**config.mk**
```make
export PLATFORM = sky130hd
export DESIGN_NAME = temp_loop_status_words
export DESIGN_NICKNAME = d
export VERILOG_FILES = /design/src/tlsw_pkg.sv /design/src/tlsw_save_if.sv /design/src/tlsw_val_fmt.sv /design/src/tlsw_save_ctl.sv /design/src/temp_loop_status_words.sv
export SDC_FILE = /design/constraint.sdc
export NUM_CORES = 1
export LEC_CHECK = 0
export BUFFER_PORTS_ARGS = -buffer_cell sky130_fd_sc_hd__buf_2
export CORE_MARGIN = 2
export CORE_UTILIZATION = 40
export DETAILED_ROUTE_END_ITERATION = 16
export PLACE_DENSITY = 0.6
export SYNTH_ARGS = -nofsm -noshare
export SYNTH_HDL_FRONTEND = slang
export SYNTH_SLANG_ARGS = --single-unit
```
**constraint.sdc**
```tcl
create_clock -name mclk -period 17.65 [get_ports mclk]
set_clock_uncertainty 0.2 [all_clocks]
set_input_delay 3.53 -clock mclk [delete_from_list [all_inputs] [get_ports mclk]]
set_output_delay 3.53 -clock mclk [all_outputs]
set_load 0.05 [all_outputs]
```
**src/tlsw_pkg.sv**
```systemverilog
// Package of word offsets, field positions and codes for the loop status words
package tlsw_pkg;
  localparam int unsigned WORD_W = 16;
  localparam int unsigned ADDR_W = 5;
  // Input word offsets relative to the unit's first word
  localparam logic [4:0] OFS_PV_A = 5'h0D;
  localparam logic [4:0] OFS_PV_B = 5'h0E;
  localparam logic [4:0] OFS_SP_A = 5'h0F;
  localparam logic [4:0] OFS_SP_B = 5'h10;
  localparam logic [4:0] OFS_DP_ERR = 5'h11;
  localparam logic [4:0] OFS_STAT_A = 5'h12;
  // Decimal point and error index fields
  localparam int unsigned DP_A_LSB = 12;
  localparam int unsigned DP_B_LSB = 8;
  localparam int unsigned ERRIX_A_LSB = 4;
  localparam int unsigned ERRIX_B_LSB = 0;
  localparam int unsigned NIB_W = 4;
  // Status word bits
  localparam int unsigned ST_SAVE_DONE = 15;
  localparam int unsigned ST_SENSOR_ERR = 14;
  localparam int unsigned ST_RSVD = 13;
  localparam int unsigned ST_FATAL = 12;
  localparam int unsigned ST_STANDBY = 11;
  // Codes
  localparam logic [3:0] BCD_NEG_DIGIT = 4'hF;
  localparam logic [15:0] SENSOR_ERR_WORD = 16'hCCCC;
  localparam logic [13:0] BCD_MAX_POS = 14'h270F;
  localparam logic [13:0] BCD_MAX_NEG = 14'h03E7;
  localparam logic [15:0] WORD_ZERO = 16'h0000;
  localparam logic [3:0] NIB_ZERO = 4'h0;
  typedef enum logic [1:0] {
    TLSW_SV_IDLE,
    TLSW_SV_WRITE,
    TLSW_SV_DONE
  } tlsw_save_st_t;
endpackage

```
**src/tlsw_save_if.sv**
```systemverilog
// Carrier between the word bank and the nonvolatile save sequencer
`timescale 1ns/1ps
interface tlsw_save_if;
  logic save_bit;
  logic nv_done;
  logic nv_start;
  logic complete;
  logic busy;
  modport ctl (input save_bit, input nv_done, output nv_start, output complete, output busy);
  modport bank (output save_bit, output nv_done, input nv_start, input complete, input busy);
endinterface // tlsw_save_if

```
**src/tlsw_val_fmt.sv**
```systemverilog
// Formatter of a process value or set point into BCD or binary word form
`timescale 1ns/1ps
module tlsw_val_fmt (
  input wire logic [15:0] value,
  input wire logic bcd_mode,
  input wire logic force_err,
  output logic [15:0] word
);
  function automatic logic [15:0] tlsw_bin2bcd(input logic [13:0] v);
    logic [15:0] d;
    d = tlsw_pkg::WORD_ZERO;
    for (int i = 13; i >= 0; i--) begin
      for (int k = 0; k < 4; k++) begin
        if (d[k*4 +: 4] > 4'h4) begin
          d[k*4 +: 4] = d[k*4 +: 4] + 4'h3;
        end
      end
      d = {d[14:0], v[i]};
    end
    return d;
  endfunction

  logic neg;
  logic [15:0] mag;
  logic [13:0] lim;
  logic [15:0] digits;

  always_comb begin
    neg = value[15];
    mag = neg ? 16'(-value) : value;
    // Out-of-range magnitudes saturate; four digits, or three behind the sign digit, hold no more
    if (neg) begin
      lim = (mag > 16'(tlsw_pkg::BCD_MAX_NEG)) ? tlsw_pkg::BCD_MAX_NEG : mag[13:0];
    end else begin
      lim = (mag > 16'(tlsw_pkg::BCD_MAX_POS)) ? tlsw_pkg::BCD_MAX_POS : mag[13:0];
    end
    digits = tlsw_bin2bcd(lim);
    if (force_err) begin
      word = tlsw_pkg::SENSOR_ERR_WORD;
    end else if (!bcd_mode) begin
      word = value;
    end else if (neg) begin
      word = {tlsw_pkg::BCD_NEG_DIGIT, digits[11:0]};
    end else begin
      word = digits;
    end
  end
endmodule // tlsw_val_fmt

```
**src/tlsw_save_ctl.sv**
```systemverilog
// Sequencer for copying operating parameters into nonvolatile storage
`timescale 1ns/1ps
module tlsw_save_ctl (
  input wire logic mclk,
  input wire logic reset,
  tlsw_save_if.ctl sv
);
  tlsw_pkg::tlsw_save_st_t st_r;
  logic bit_d_r;
  logic rise;

  assign rise = sv.save_bit & ~bit_d_r;
  assign sv.complete = (st_r == tlsw_pkg::TLSW_SV_DONE);
  assign sv.busy = (st_r == tlsw_pkg::TLSW_SV_WRITE);

  always_ff @(posedge mclk) begin
    if (reset) begin
      bit_d_r <= 1'b0;
    end else begin
      bit_d_r <= sv.save_bit;
    end
  end

  always_ff @(posedge mclk) begin
    if (reset) begin
      sv.nv_start <= 1'b0;
    end else begin
      sv.nv_start <= rise & (st_r != tlsw_pkg::TLSW_SV_WRITE);
    end
  end

  always_ff @(posedge mclk) begin
    if (reset) begin
      st_r <= tlsw_pkg::TLSW_SV_IDLE;
    end else begin
      unique case (st_r)
        tlsw_pkg::TLSW_SV_IDLE: begin
          if (rise) begin
            st_r <= tlsw_pkg::TLSW_SV_WRITE;
          end
        end
        tlsw_pkg::TLSW_SV_WRITE: begin
          if (sv.nv_done) begin
            st_r <= tlsw_pkg::TLSW_SV_DONE;
          end
        end
        tlsw_pkg::TLSW_SV_DONE: begin
          if (rise) begin
            st_r <= tlsw_pkg::TLSW_SV_WRITE;
          end
        end
        // The fourth code of the state word is never entered
        default: begin
          st_r <= tlsw_pkg::TLSW_SV_IDLE;
        end
      endcase
    end
  end
endmodule // tlsw_save_ctl

```
**src/temp_loop_status_words.sv**
```systemverilog
// Input word bank returned to the host controller for two control loops
`timescale 1ns/1ps
module temp_loop_status_words #(
  parameter int unsigned IO_ADDR_W = tlsw_pkg::ADDR_W
) (
  input wire logic mclk,
  input wire logic reset,
  input wire logic io_rd,
  input wire logic [IO_ADDR_W-1:0] io_addr,
  output logic [15:0] io_rd_data,
  output logic io_rd_valid,
  input wire logic host_save_bit,
  input wire logic unit_restart,
  input wire logic bcd_mode,
  input wire logic [15:0] pv_a,
  input wire logic [15:0] pv_b,
  input wire logic [15:0] sp_a,
  input wire logic [15:0] sp_b,
  input wire logic over_range_a,
  input wire logic over_range_b,
  input wire logic sensor_absent_a,
  input wire logic sensor_broken_a,
  input wire logic [3:0] dp_a,
  input wire logic [3:0] dp_b,
  input wire logic [3:0] err_ix_a,
  input wire logic [3:0] err_ix_b,
  input wire logic cjc_fault,
  input wire logic host_watchdog_err,
  output logic nv_write_start,
  input wire logic nv_write_done,
  output logic save_busy,
  output logic standby
);
  // Refused at elaboration: narrower addresses cannot reach all the mapped words
  if (IO_ADDR_W < tlsw_pkg::ADDR_W) begin : g_addr_w_chk
    $error("IO_ADDR_W too narrow for the word offsets");
  end

  tlsw_save_if sv ();

  logic [15:0] pv_a_w;
  logic [15:0] pv_b_w;
  logic [15:0] sp_a_w;
  logic [15:0] sp_b_w;
  logic [15:0] pv_a_r;
  logic [15:0] pv_b_r;
  logic [15:0] sp_a_r;
  logic [15:0] sp_b_r;
  logic [15:0] dp_err_r;
  logic [15:0] stat_a_r;
  logic [15:0] stat_nxt;
  logic [15:0] rd_nxt;
  logic sensor_err_a;
  logic standby_r;

  // Save path through the sequencer
  assign sv.save_bit = host_save_bit;
  assign sv.nv_done = nv_write_done;

  tlsw_save_ctl u_save (
    .mclk(mclk),
    .reset(reset),
    .sv(sv)
  );

  tlsw_val_fmt u_pv_a (
    .value(pv_a),
    .bcd_mode(bcd_mode),
    .force_err(over_range_a),
    .word(pv_a_w)
  );

  tlsw_val_fmt u_pv_b (
    .value(pv_b),
    .bcd_mode(bcd_mode),
    .force_err(over_range_b),
    .word(pv_b_w)
  );

  tlsw_val_fmt u_sp_a (
    .value(sp_a),
    .bcd_mode(bcd_mode),
    .force_err(1'b0),
    .word(sp_a_w)
  );

  tlsw_val_fmt u_sp_b (
    .value(sp_b),
    .bcd_mode(bcd_mode),
    .force_err(1'b0),
    .word(sp_b_w)
  );

  always_ff @(posedge mclk) begin
    if (reset) begin
      pv_a_r <= tlsw_pkg::WORD_ZERO;
      pv_b_r <= tlsw_pkg::WORD_ZERO;
    end else begin
      pv_a_r <= pv_a_w;
      pv_b_r <= pv_b_w;
    end
  end

  always_ff @(posedge mclk) begin
    if (reset) begin
      sp_a_r <= tlsw_pkg::WORD_ZERO;
      sp_b_r <= tlsw_pkg::WORD_ZERO;
    end else begin
      sp_a_r <= sp_a_w;
      sp_b_r <= sp_b_w;
    end
  end

  // Decimal point and error index word
  always_ff @(posedge mclk) begin
    if (reset) begin
      dp_err_r <= tlsw_pkg::WORD_ZERO;
    end else begin
      dp_err_r[tlsw_pkg::DP_A_LSB +: tlsw_pkg::NIB_W] <= dp_a;
      dp_err_r[tlsw_pkg::DP_B_LSB +: tlsw_pkg::NIB_W] <= dp_b;
      dp_err_r[tlsw_pkg::ERRIX_A_LSB +: tlsw_pkg::NIB_W] <= err_ix_a;
      dp_err_r[tlsw_pkg::ERRIX_B_LSB +: tlsw_pkg::NIB_W] <= err_ix_b;
    end
  end

  always_ff @(posedge mclk) begin
    if (reset) begin
      standby_r <= 1'b1;
    end else if (unit_restart) begin
      // A restart in the same cycle as a read still leaves the unit waiting
      standby_r <= 1'b1;
    end else if (io_rd) begin
      standby_r <= 1'b0;
    end
  end

  assign sensor_err_a = sensor_absent_a | sensor_broken_a | over_range_a;

  always_comb begin
    stat_nxt = tlsw_pkg::WORD_ZERO;
    stat_nxt[tlsw_pkg::ST_SAVE_DONE] = sv.complete;
    stat_nxt[tlsw_pkg::ST_SENSOR_ERR] = sensor_err_a;
    stat_nxt[tlsw_pkg::ST_RSVD] = 1'b0;
    stat_nxt[tlsw_pkg::ST_FATAL] = cjc_fault | host_watchdog_err;
    stat_nxt[tlsw_pkg::ST_STANDBY] = standby_r;
  end

  always_ff @(posedge mclk) begin
    if (reset) begin
      stat_a_r <= tlsw_pkg::WORD_ZERO;
    end else begin
      stat_a_r <= stat_nxt;
    end
  end

  // Read decode; unmapped words read zero
  always_comb begin
    unique case (io_addr[tlsw_pkg::ADDR_W-1:0])
      tlsw_pkg::OFS_PV_A: rd_nxt = pv_a_r;
      tlsw_pkg::OFS_PV_B: rd_nxt = pv_b_r;
      tlsw_pkg::OFS_SP_A: rd_nxt = sp_a_r;
      tlsw_pkg::OFS_SP_B: rd_nxt = sp_b_r;
      tlsw_pkg::OFS_DP_ERR: rd_nxt = dp_err_r;
      tlsw_pkg::OFS_STAT_A: rd_nxt = stat_a_r;
      default: rd_nxt = tlsw_pkg::WORD_ZERO;
    endcase
    if (IO_ADDR_W > tlsw_pkg::ADDR_W) begin
      if ((io_addr >> tlsw_pkg::ADDR_W) != '0) begin
        rd_nxt = tlsw_pkg::WORD_ZERO;
      end
    end
  end

  always_ff @(posedge mclk) begin
    if (reset) begin
      io_rd_data <= tlsw_pkg::WORD_ZERO;
      io_rd_valid <= 1'b0;
    end else begin
      io_rd_valid <= io_rd;
      if (io_rd) begin
        io_rd_data <= rd_nxt;
      end
    end
  end

  always_ff @(posedge mclk) begin
    if (reset) begin
      nv_write_start <= 1'b0;
      save_busy <= 1'b0;
      standby <= 1'b1;
    end else begin
      nv_write_start <= sv.nv_start;
      save_busy <= sv.busy;
      standby <= standby_r;
    end
  end
endmodule // temp_loop_status_words

```
==> results of run 1 <==
==> sequential cells by signal (all words and copies together), names as in the netlist, 2 cells and up <==
name,count
dp_err_r,16
io_rd_data,16
pv_a_r,16
pv_b_r,16
sp_a_r,16
sp_b_r,16
stat_a_r,4
u_save.st_r,2
==> kinds of logic after synthesis <==
group / synth area share
AOI/OAI and AO/OA: 0.381
other: 0.000158
DFF: 0.0922
and+or+nand+nor: 0.271
muxes: 0.0762
adders and majority gates: 0.0732
buffers and inverters: 0.0568
xor gates and xnor gates: 0.0495
==> worst reg2reg max path, cell delays in order, from the launching register on <==
cell     delay [ns]
dfxtp_1        0.30
mux2_2         0.33
a22oi_1        0.19
o22ai_1        0.20
a21oi_1        0.21
nor2_1         0.06
==> metrics by stage <==
stage,hold slack [ns],cell area (sq um),util
after floorplan,0.214,23800,-
after global placement,0.251,24700,0.420
after detailed placement,0.244,24700,0.420
after CTS,0.257,25000,0.424
after global routing,0.277,25000,0.425
final,0.252,25000,0.425
==> layout make-up <==
class | instances | area [sq um] | area share
diodes | 1 | 2.50 | 0.000100
clock buffers | 10 | 239 | 0.00957
clock inverters | 5 | 35.0 | 0.00140
inverters | 161 | 604 | 0.0242
multi-input cells | 2948 | 20200 | 0.810
flip-flops and latches | 109 | 2180 | 0.0874
well taps | 773 | 967 | 0.0387
repair buffers | 133 | 708 | 0.0284
==> routing by layer <==
layer  global-route usage  routed length, um
met1                0.326              35000
met2                0.357              31300
met3               0.0356               4660
met4               0.0310                743
met5                    0                 14
==> cell usage in the layout (no fill, tap or decap), types with 62 or more instances in the layout <==
| master | instances |
|---|---|
| mux2i_1 | 99 |
| buf_2 | 116 |
| mux2_2 | 62 |
| inv_1 | 159 |
| o21ai_0 | 157 |
| nor3_1 | 125 |
| dfxtp_1 | 109 |
| ha_1 | 136 |
| a31oi_1 | 62 |
| a21oi_1 | 230 |
| xnor2_1 | 74 |
| nand3_1 | 110 |
| nor2_1 | 329 |
| nand2_1 | 266 |
==> how the worst max path moves through the flow <==
stage,start,endpoint,slack [ns],depth (start not counted)
floorplan,sp_b[1],sp_b_r[10]$_SDFF_PP0_,2.43,53
global placement,sp_a[1],sp_a_r[9]$_SDFF_PP0_,0.93,50
detailed placement,sp_a[1],sp_a_r[9]$_SDFF_PP0_,0.60,50
CTS,sp_a[1],sp_a_r[9]$_SDFF_PP0_,0.93,50
global route,sp_b[1],sp_b_r[9]$_SDFF_PP0_,0.03,52
finish,sp_a[1],sp_a_r[9]$_SDFF_PP0_,1.06,50
==> impl_metrics.env, run 1 <==
export IMPL_grt_pass1_wl_mm=117
export IMPL_synth_seq_cells=109
export IMPL_core_rowCount=89
export IMPL_worst_slack_ns=1.06
export IMPL_cp_top_family="compound AO/OA/AOI/OAI gates"
export IMPL_critical_path_class="input pin to flop"
export IMPL_hold_path_class="flop to flop"
export IMPL_min_from="standby_r$_SDFFE_PP1P_"
export IMPL_remaining_drc_errors=0
export IMPL_area_growth_pct=5.54
export IMPL_min_to="stat_a_r[11]$_SDFF_PP0_"
export IMPL_dp_worst_setup_slack_ns=0.601
export IMPL_clk_pin_slew_ns=0.07
export IMPL_firstDrtPassIters=6
export IMPL_fillCellCount=6182
export IMPL_nNetsFinal=3596
export IMPL_ant_nets=0
export IMPL_h_tree_depth=3
export IMPL_grt_usage=0.225
export IMPL_finalNonFillerCells=4140
export IMPL_cp_max_fo=17
export IMPL_fp_dieH_um=247
export IMPL_start_kind="input pin"
export IMPL_worstRegToRegCells=5
export IMPL_synth_seq_area_share=0.0922
export IMPL_synth_area_leaders="dfxtp_1 (9.2%), ha_1 (7.2%), nor2_1 (5.2%)"
export IMPL_crit_required_ns=17.71
export IMPL_max_freq_mhz=60.3
export IMPL_cts_tree="yes"
export IMPL_finalCritPeriodShare=0.940
export IMPL_cap_violations=0
export IMPL_postCtsResizedCells=0
export IMPL_relSlewSlack=0.190
export IMPL_via_per_inst=6.28
export IMPL_hold_violations=0
export IMPL_cp_num_buf_inv=6
export IMPL_synth_top_area_cell="dfxtp_1"
export IMPL_end_kind="flop"
export IMPL_start_util=0.402
export IMPL_cts_root_buffer="clkbuf_16"
export IMPL_core_region_area_sq_um=58800
export IMPL_synth_edf_count=0
export IMPL_grt_setup_unrepaired="false"
export IMPL_r2r_slack_ns=16.05
export IMPL_drt_wirelength_per_cell_um=17.3
export IMPL_cts_made_buffers=9
export IMPL_portBuffers=117
export IMPL_grt_antenna_before_repair=4
export IMPL_cts_buffer_depth=2
export IMPL_grt_pass1_vias=23000
export IMPL_cp_common_cell="ha_1"
export IMPL_fin_crit_ns=16.59
export IMPL_final_setup_viol_count=0
export IMPL_critPathSlowestCell="or4_1"
export IMPL_post_cts_buffers=0
export IMPL_yosysUniqueCellTypes=132
export IMPL_yosysMostFrequentCell="nor2_1"
export IMPL_die_area_sq_um=61100
export IMPL_drt_wl_total_mm=71.7
export IMPL_place_hpwl_mm=56.2
export IMPL_clock_sinks=109
export IMPL_synth_main_ff_cell="dfxtp_1"
export IMPL_drv_slew=0
export IMPL_io_pins=118
export IMPL_r2r_end="io_rd_data[2]$_SDFFE_PP0P_"
export IMPL_synthArstFlopShare=0
export IMPL_slowest_delay_ns=0.67
export IMPL_clk_latency_ns=0.37
export IMPL_place_gp_congestion=0.914
export IMPL_die_w_um=247
export IMPL_tns_ns=0
export IMPL_hold_buffers=0
export IMPL_crit_arrival_ns=16.66
export IMPL_drive_above_1_share=0.107
export IMPL_syn_inst=3373
export IMPL_overflow=0
export IMPL_grt_max_degree=68
export IMPL_holdPathStages=2
export IMPL_worst_slew_pin_slew_ns=1.20
export IMPL_status="finished clean"
export IMPL_synth_area_sq_um=23700
export IMPL_synth_top_cell_area_share=0.0922
export IMPL_reg2reg_from="sp_a_r[2]$_SDFF_PP0_"
export IMPL_yosysWarnings=0
export IMPL_drt_iter0_markers=2258
export IMPL_syn_area_per_cell_sq_um=7.02
export IMPL_synth_commonest_cells="nor2_1 (329), nand2_1 (266), a21oi_1 (230), inv_1 (159), o21ai_0 (159)"
export IMPL_vias=26000
export IMPL_dp_cells=4124
Power of run 1 is not shown: default switching activity piles up to over one toggle a cycle in this logic, so the estimate is an artifact.
==> run 2, diff against run 1 <==
--- a/config.mk
+++ b/config.mk
@@ -9,6 +9,7 @@
 export CORE_MARGIN = 2
 export CORE_UTILIZATION = 40
 export DETAILED_ROUTE_END_ITERATION = 16
+export GPL_TIMING_DRIVEN = 0
 export PLACE_DENSITY = 0.6
 export SYNTH_ARGS = -nofsm -noshare
 export SYNTH_HDL_FRONTEND = slang
==> run 2 against run 1 <==
Core utilization grew 0.99 points. Worst hold slack lost 0.0017 ns. Routed wire length increased by 5.1%. Critical path depth is 4 higher. Global-route usage rose by 0.92 points. Highest routed layer unchanged.
==> impl_metrics.env, run 2 (synthesis results as in run 1) <==
export IMPL_status="finished clean"
export IMPL_cp_max_fo=10
export IMPL_cap_violations=0
export IMPL_core_region_area_sq_um=58800
export IMPL_area_growth_pct=7.99
export IMPL_max_freq_mhz=60.4
export IMPL_hold_buffers=0
export IMPL_die_w_um=247
export IMPL_hold_violations=0
export IMPL_crit_required_ns=17.71
export IMPL_place_gp_congestion=0.945
export IMPL_grt_max_degree=20
export IMPL_fin_crit_ns=16.57
export IMPL_portBuffers=87
export IMPL_via_per_inst=6.21
export IMPL_finalCritPeriodShare=0.939
export IMPL_clk_latency_ns=0.36
export IMPL_drt_iter0_markers=2197
export IMPL_final_common_cell="nor2_1"
export IMPL_grt_pass1_vias=23400
export IMPL_register_area_sq_um=2180
export IMPL_h_tree_depth=3
export IMPL_grt_antenna_before_repair=10
export IMPL_hold_path_class="flop to flop"
export IMPL_fillCellCount=6265
export IMPL_drive_above_1_share=0.102
export IMPL_final_setup_viol_count=0
export IMPL_layout_common_cells="nor2_1 (329), nand2_1 (266), a21oi_1 (230)"
export IMPL_core_rowCount=89
export IMPL_end_kind="flop"
export IMPL_io_pins=118
export IMPL_tns_ns=0
export IMPL_grt_usage=0.235
export IMPL_die_area_sq_um=61100
export IMPL_cts_buffer_depth=2
export IMPL_use_met3=0.0254
export IMPL_overflow=0
export IMPL_worst_slew_pin_slew_ns=1.02
export IMPL_cts_root_buffer="clkbuf_16"
export IMPL_ant_nets=0
export IMPL_grt_busiest_layer="met2"
export IMPL_cts_made_buffers=9
export IMPL_multi_input_area_sq_um=20300
export IMPL_slowest_delay_ns=0.51
export IMPL_vias=26600
export IMPL_cts_tree="yes"
export IMPL_critPathSlowestCell="o41a_1"
export IMPL_fp_dieH_um=247
export IMPL_remaining_drc_errors=0
export IMPL_drv_slew=0
export IMPL_met2_usage=0.365
export IMPL_relSlewSlack=0.314
export IMPL_crit_arrival_ns=16.63
export IMPL_drt_wl_total_mm=75.3
export IMPL_clock_sinks=109
export IMPL_start_kind="input pin"
export IMPL_place_hpwl_mm=59.9
export IMPL_critical_path_class="input pin to flop"
export IMPL_grt_pass1_wl_mm=121
export IMPL_cp_common_cell="ha_1"
export IMPL_grt_setup_unrepaired="false"
export IMPL_nNetsFinal=3728
export IMPL_firstDrtPassIters=6
export IMPL_clk_pin_slew_ns=0.08
export IMPL_drt_wirelength_per_cell_um=17.6
export IMPL_use_met1=0.347
export IMPL_start_util=0.402
## run 2: changes by cell type in the layout (fill, tap and decap cells not counted), sizes merged
| cell | before | now |
|---|---|---|
| buf | 133 | 132 |
| diode | 1 | 2 |
| clkinv | 2 | 1 |
| clkbuf | 10 | 143 |
| clkinvlp | 1 | 0 |
| inv | 163 | 165 |
| bufinv | 0 | 1 |
## run 2: final timing paths
kind / from / endpoint / slack, ns / depth (start not counted)
max: sp_a[0] / sp_a_r[9]$_SDFF_PP0_ / 1.08 / 54
min: standby_r$_SDFFE_PP1P_ / standby$_SDFF_PP1_ / 0.25 / 1
max reg2reg: sp_a_r[2]$_SDFF_PP0_ / io_rd_data[2]$_SDFFE_PP0P_ / 16.09 / 5
min reg2reg: standby_r$_SDFFE_PP1P_ / standby$_SDFF_PP1_ / 0.25 / 1
## run 2: layer usage
layer  share of wire  vias to the layer above  wire length [um]
li1                -                    13200                 -
met1            0.49                    12400             36600
met2            0.43                      886             32200
met3           0.069                       95              5160
met4           0.017                       10              1320
met5         0.00072                        -                54
## run 2: final cells by class
type                            instances  area share
Inverter                              161      0.0236
Buffer                                178      0.0290
Tap cell                              773      0.0378
Antenna cell                            2    0.000196
Sequential cell                       109      0.0854
Clock inverter                          6     0.00299
Multi-Input combinational cell       2948       0.795
Clock buffer                           10     0.00896
Timing Repair Buffer                   87      0.0170
## run 2: through the flow
stage / setup slack, ns / hold slack [ns] / util / cells / area, sq um
finish: 1.08 / 0.251 / 0.435 / 4274 / 25600
global placement: 0.360 / 0.222 / 0.428 / 4256 / 25200
detailed placement: 0.347 / 0.231 / 0.428 / 4256 / 25200
CTS: 0.664 / 0.252 / 0.433 / 4272 / 25500
global route: 0.0372 / 0.273 / 0.435 / 4273 / 25600
floorplan: 2.43 / 0.214 / - / 3396 / 23800
## run 2: what timing repair did
item / CTS / global route
hold endpoints to repair: 0 / 0
buffers inserted: 0 / 0
endpoints found under the setup margin: 0 / 16
resized for setup: 0 / 19
## run 2: critical path, delay by kind of cell
kind | cells | cell delay (ns)
compound gates | 17 | 4.15
xor+xnor | 4 | 0.85
fa+ha+maj | 8 | 2.08
buf+inv | 10 | 1.64
mux | 2 | 0.48
simple gates | 13 | 3.85
Power of run 2 is left out for the same reason.
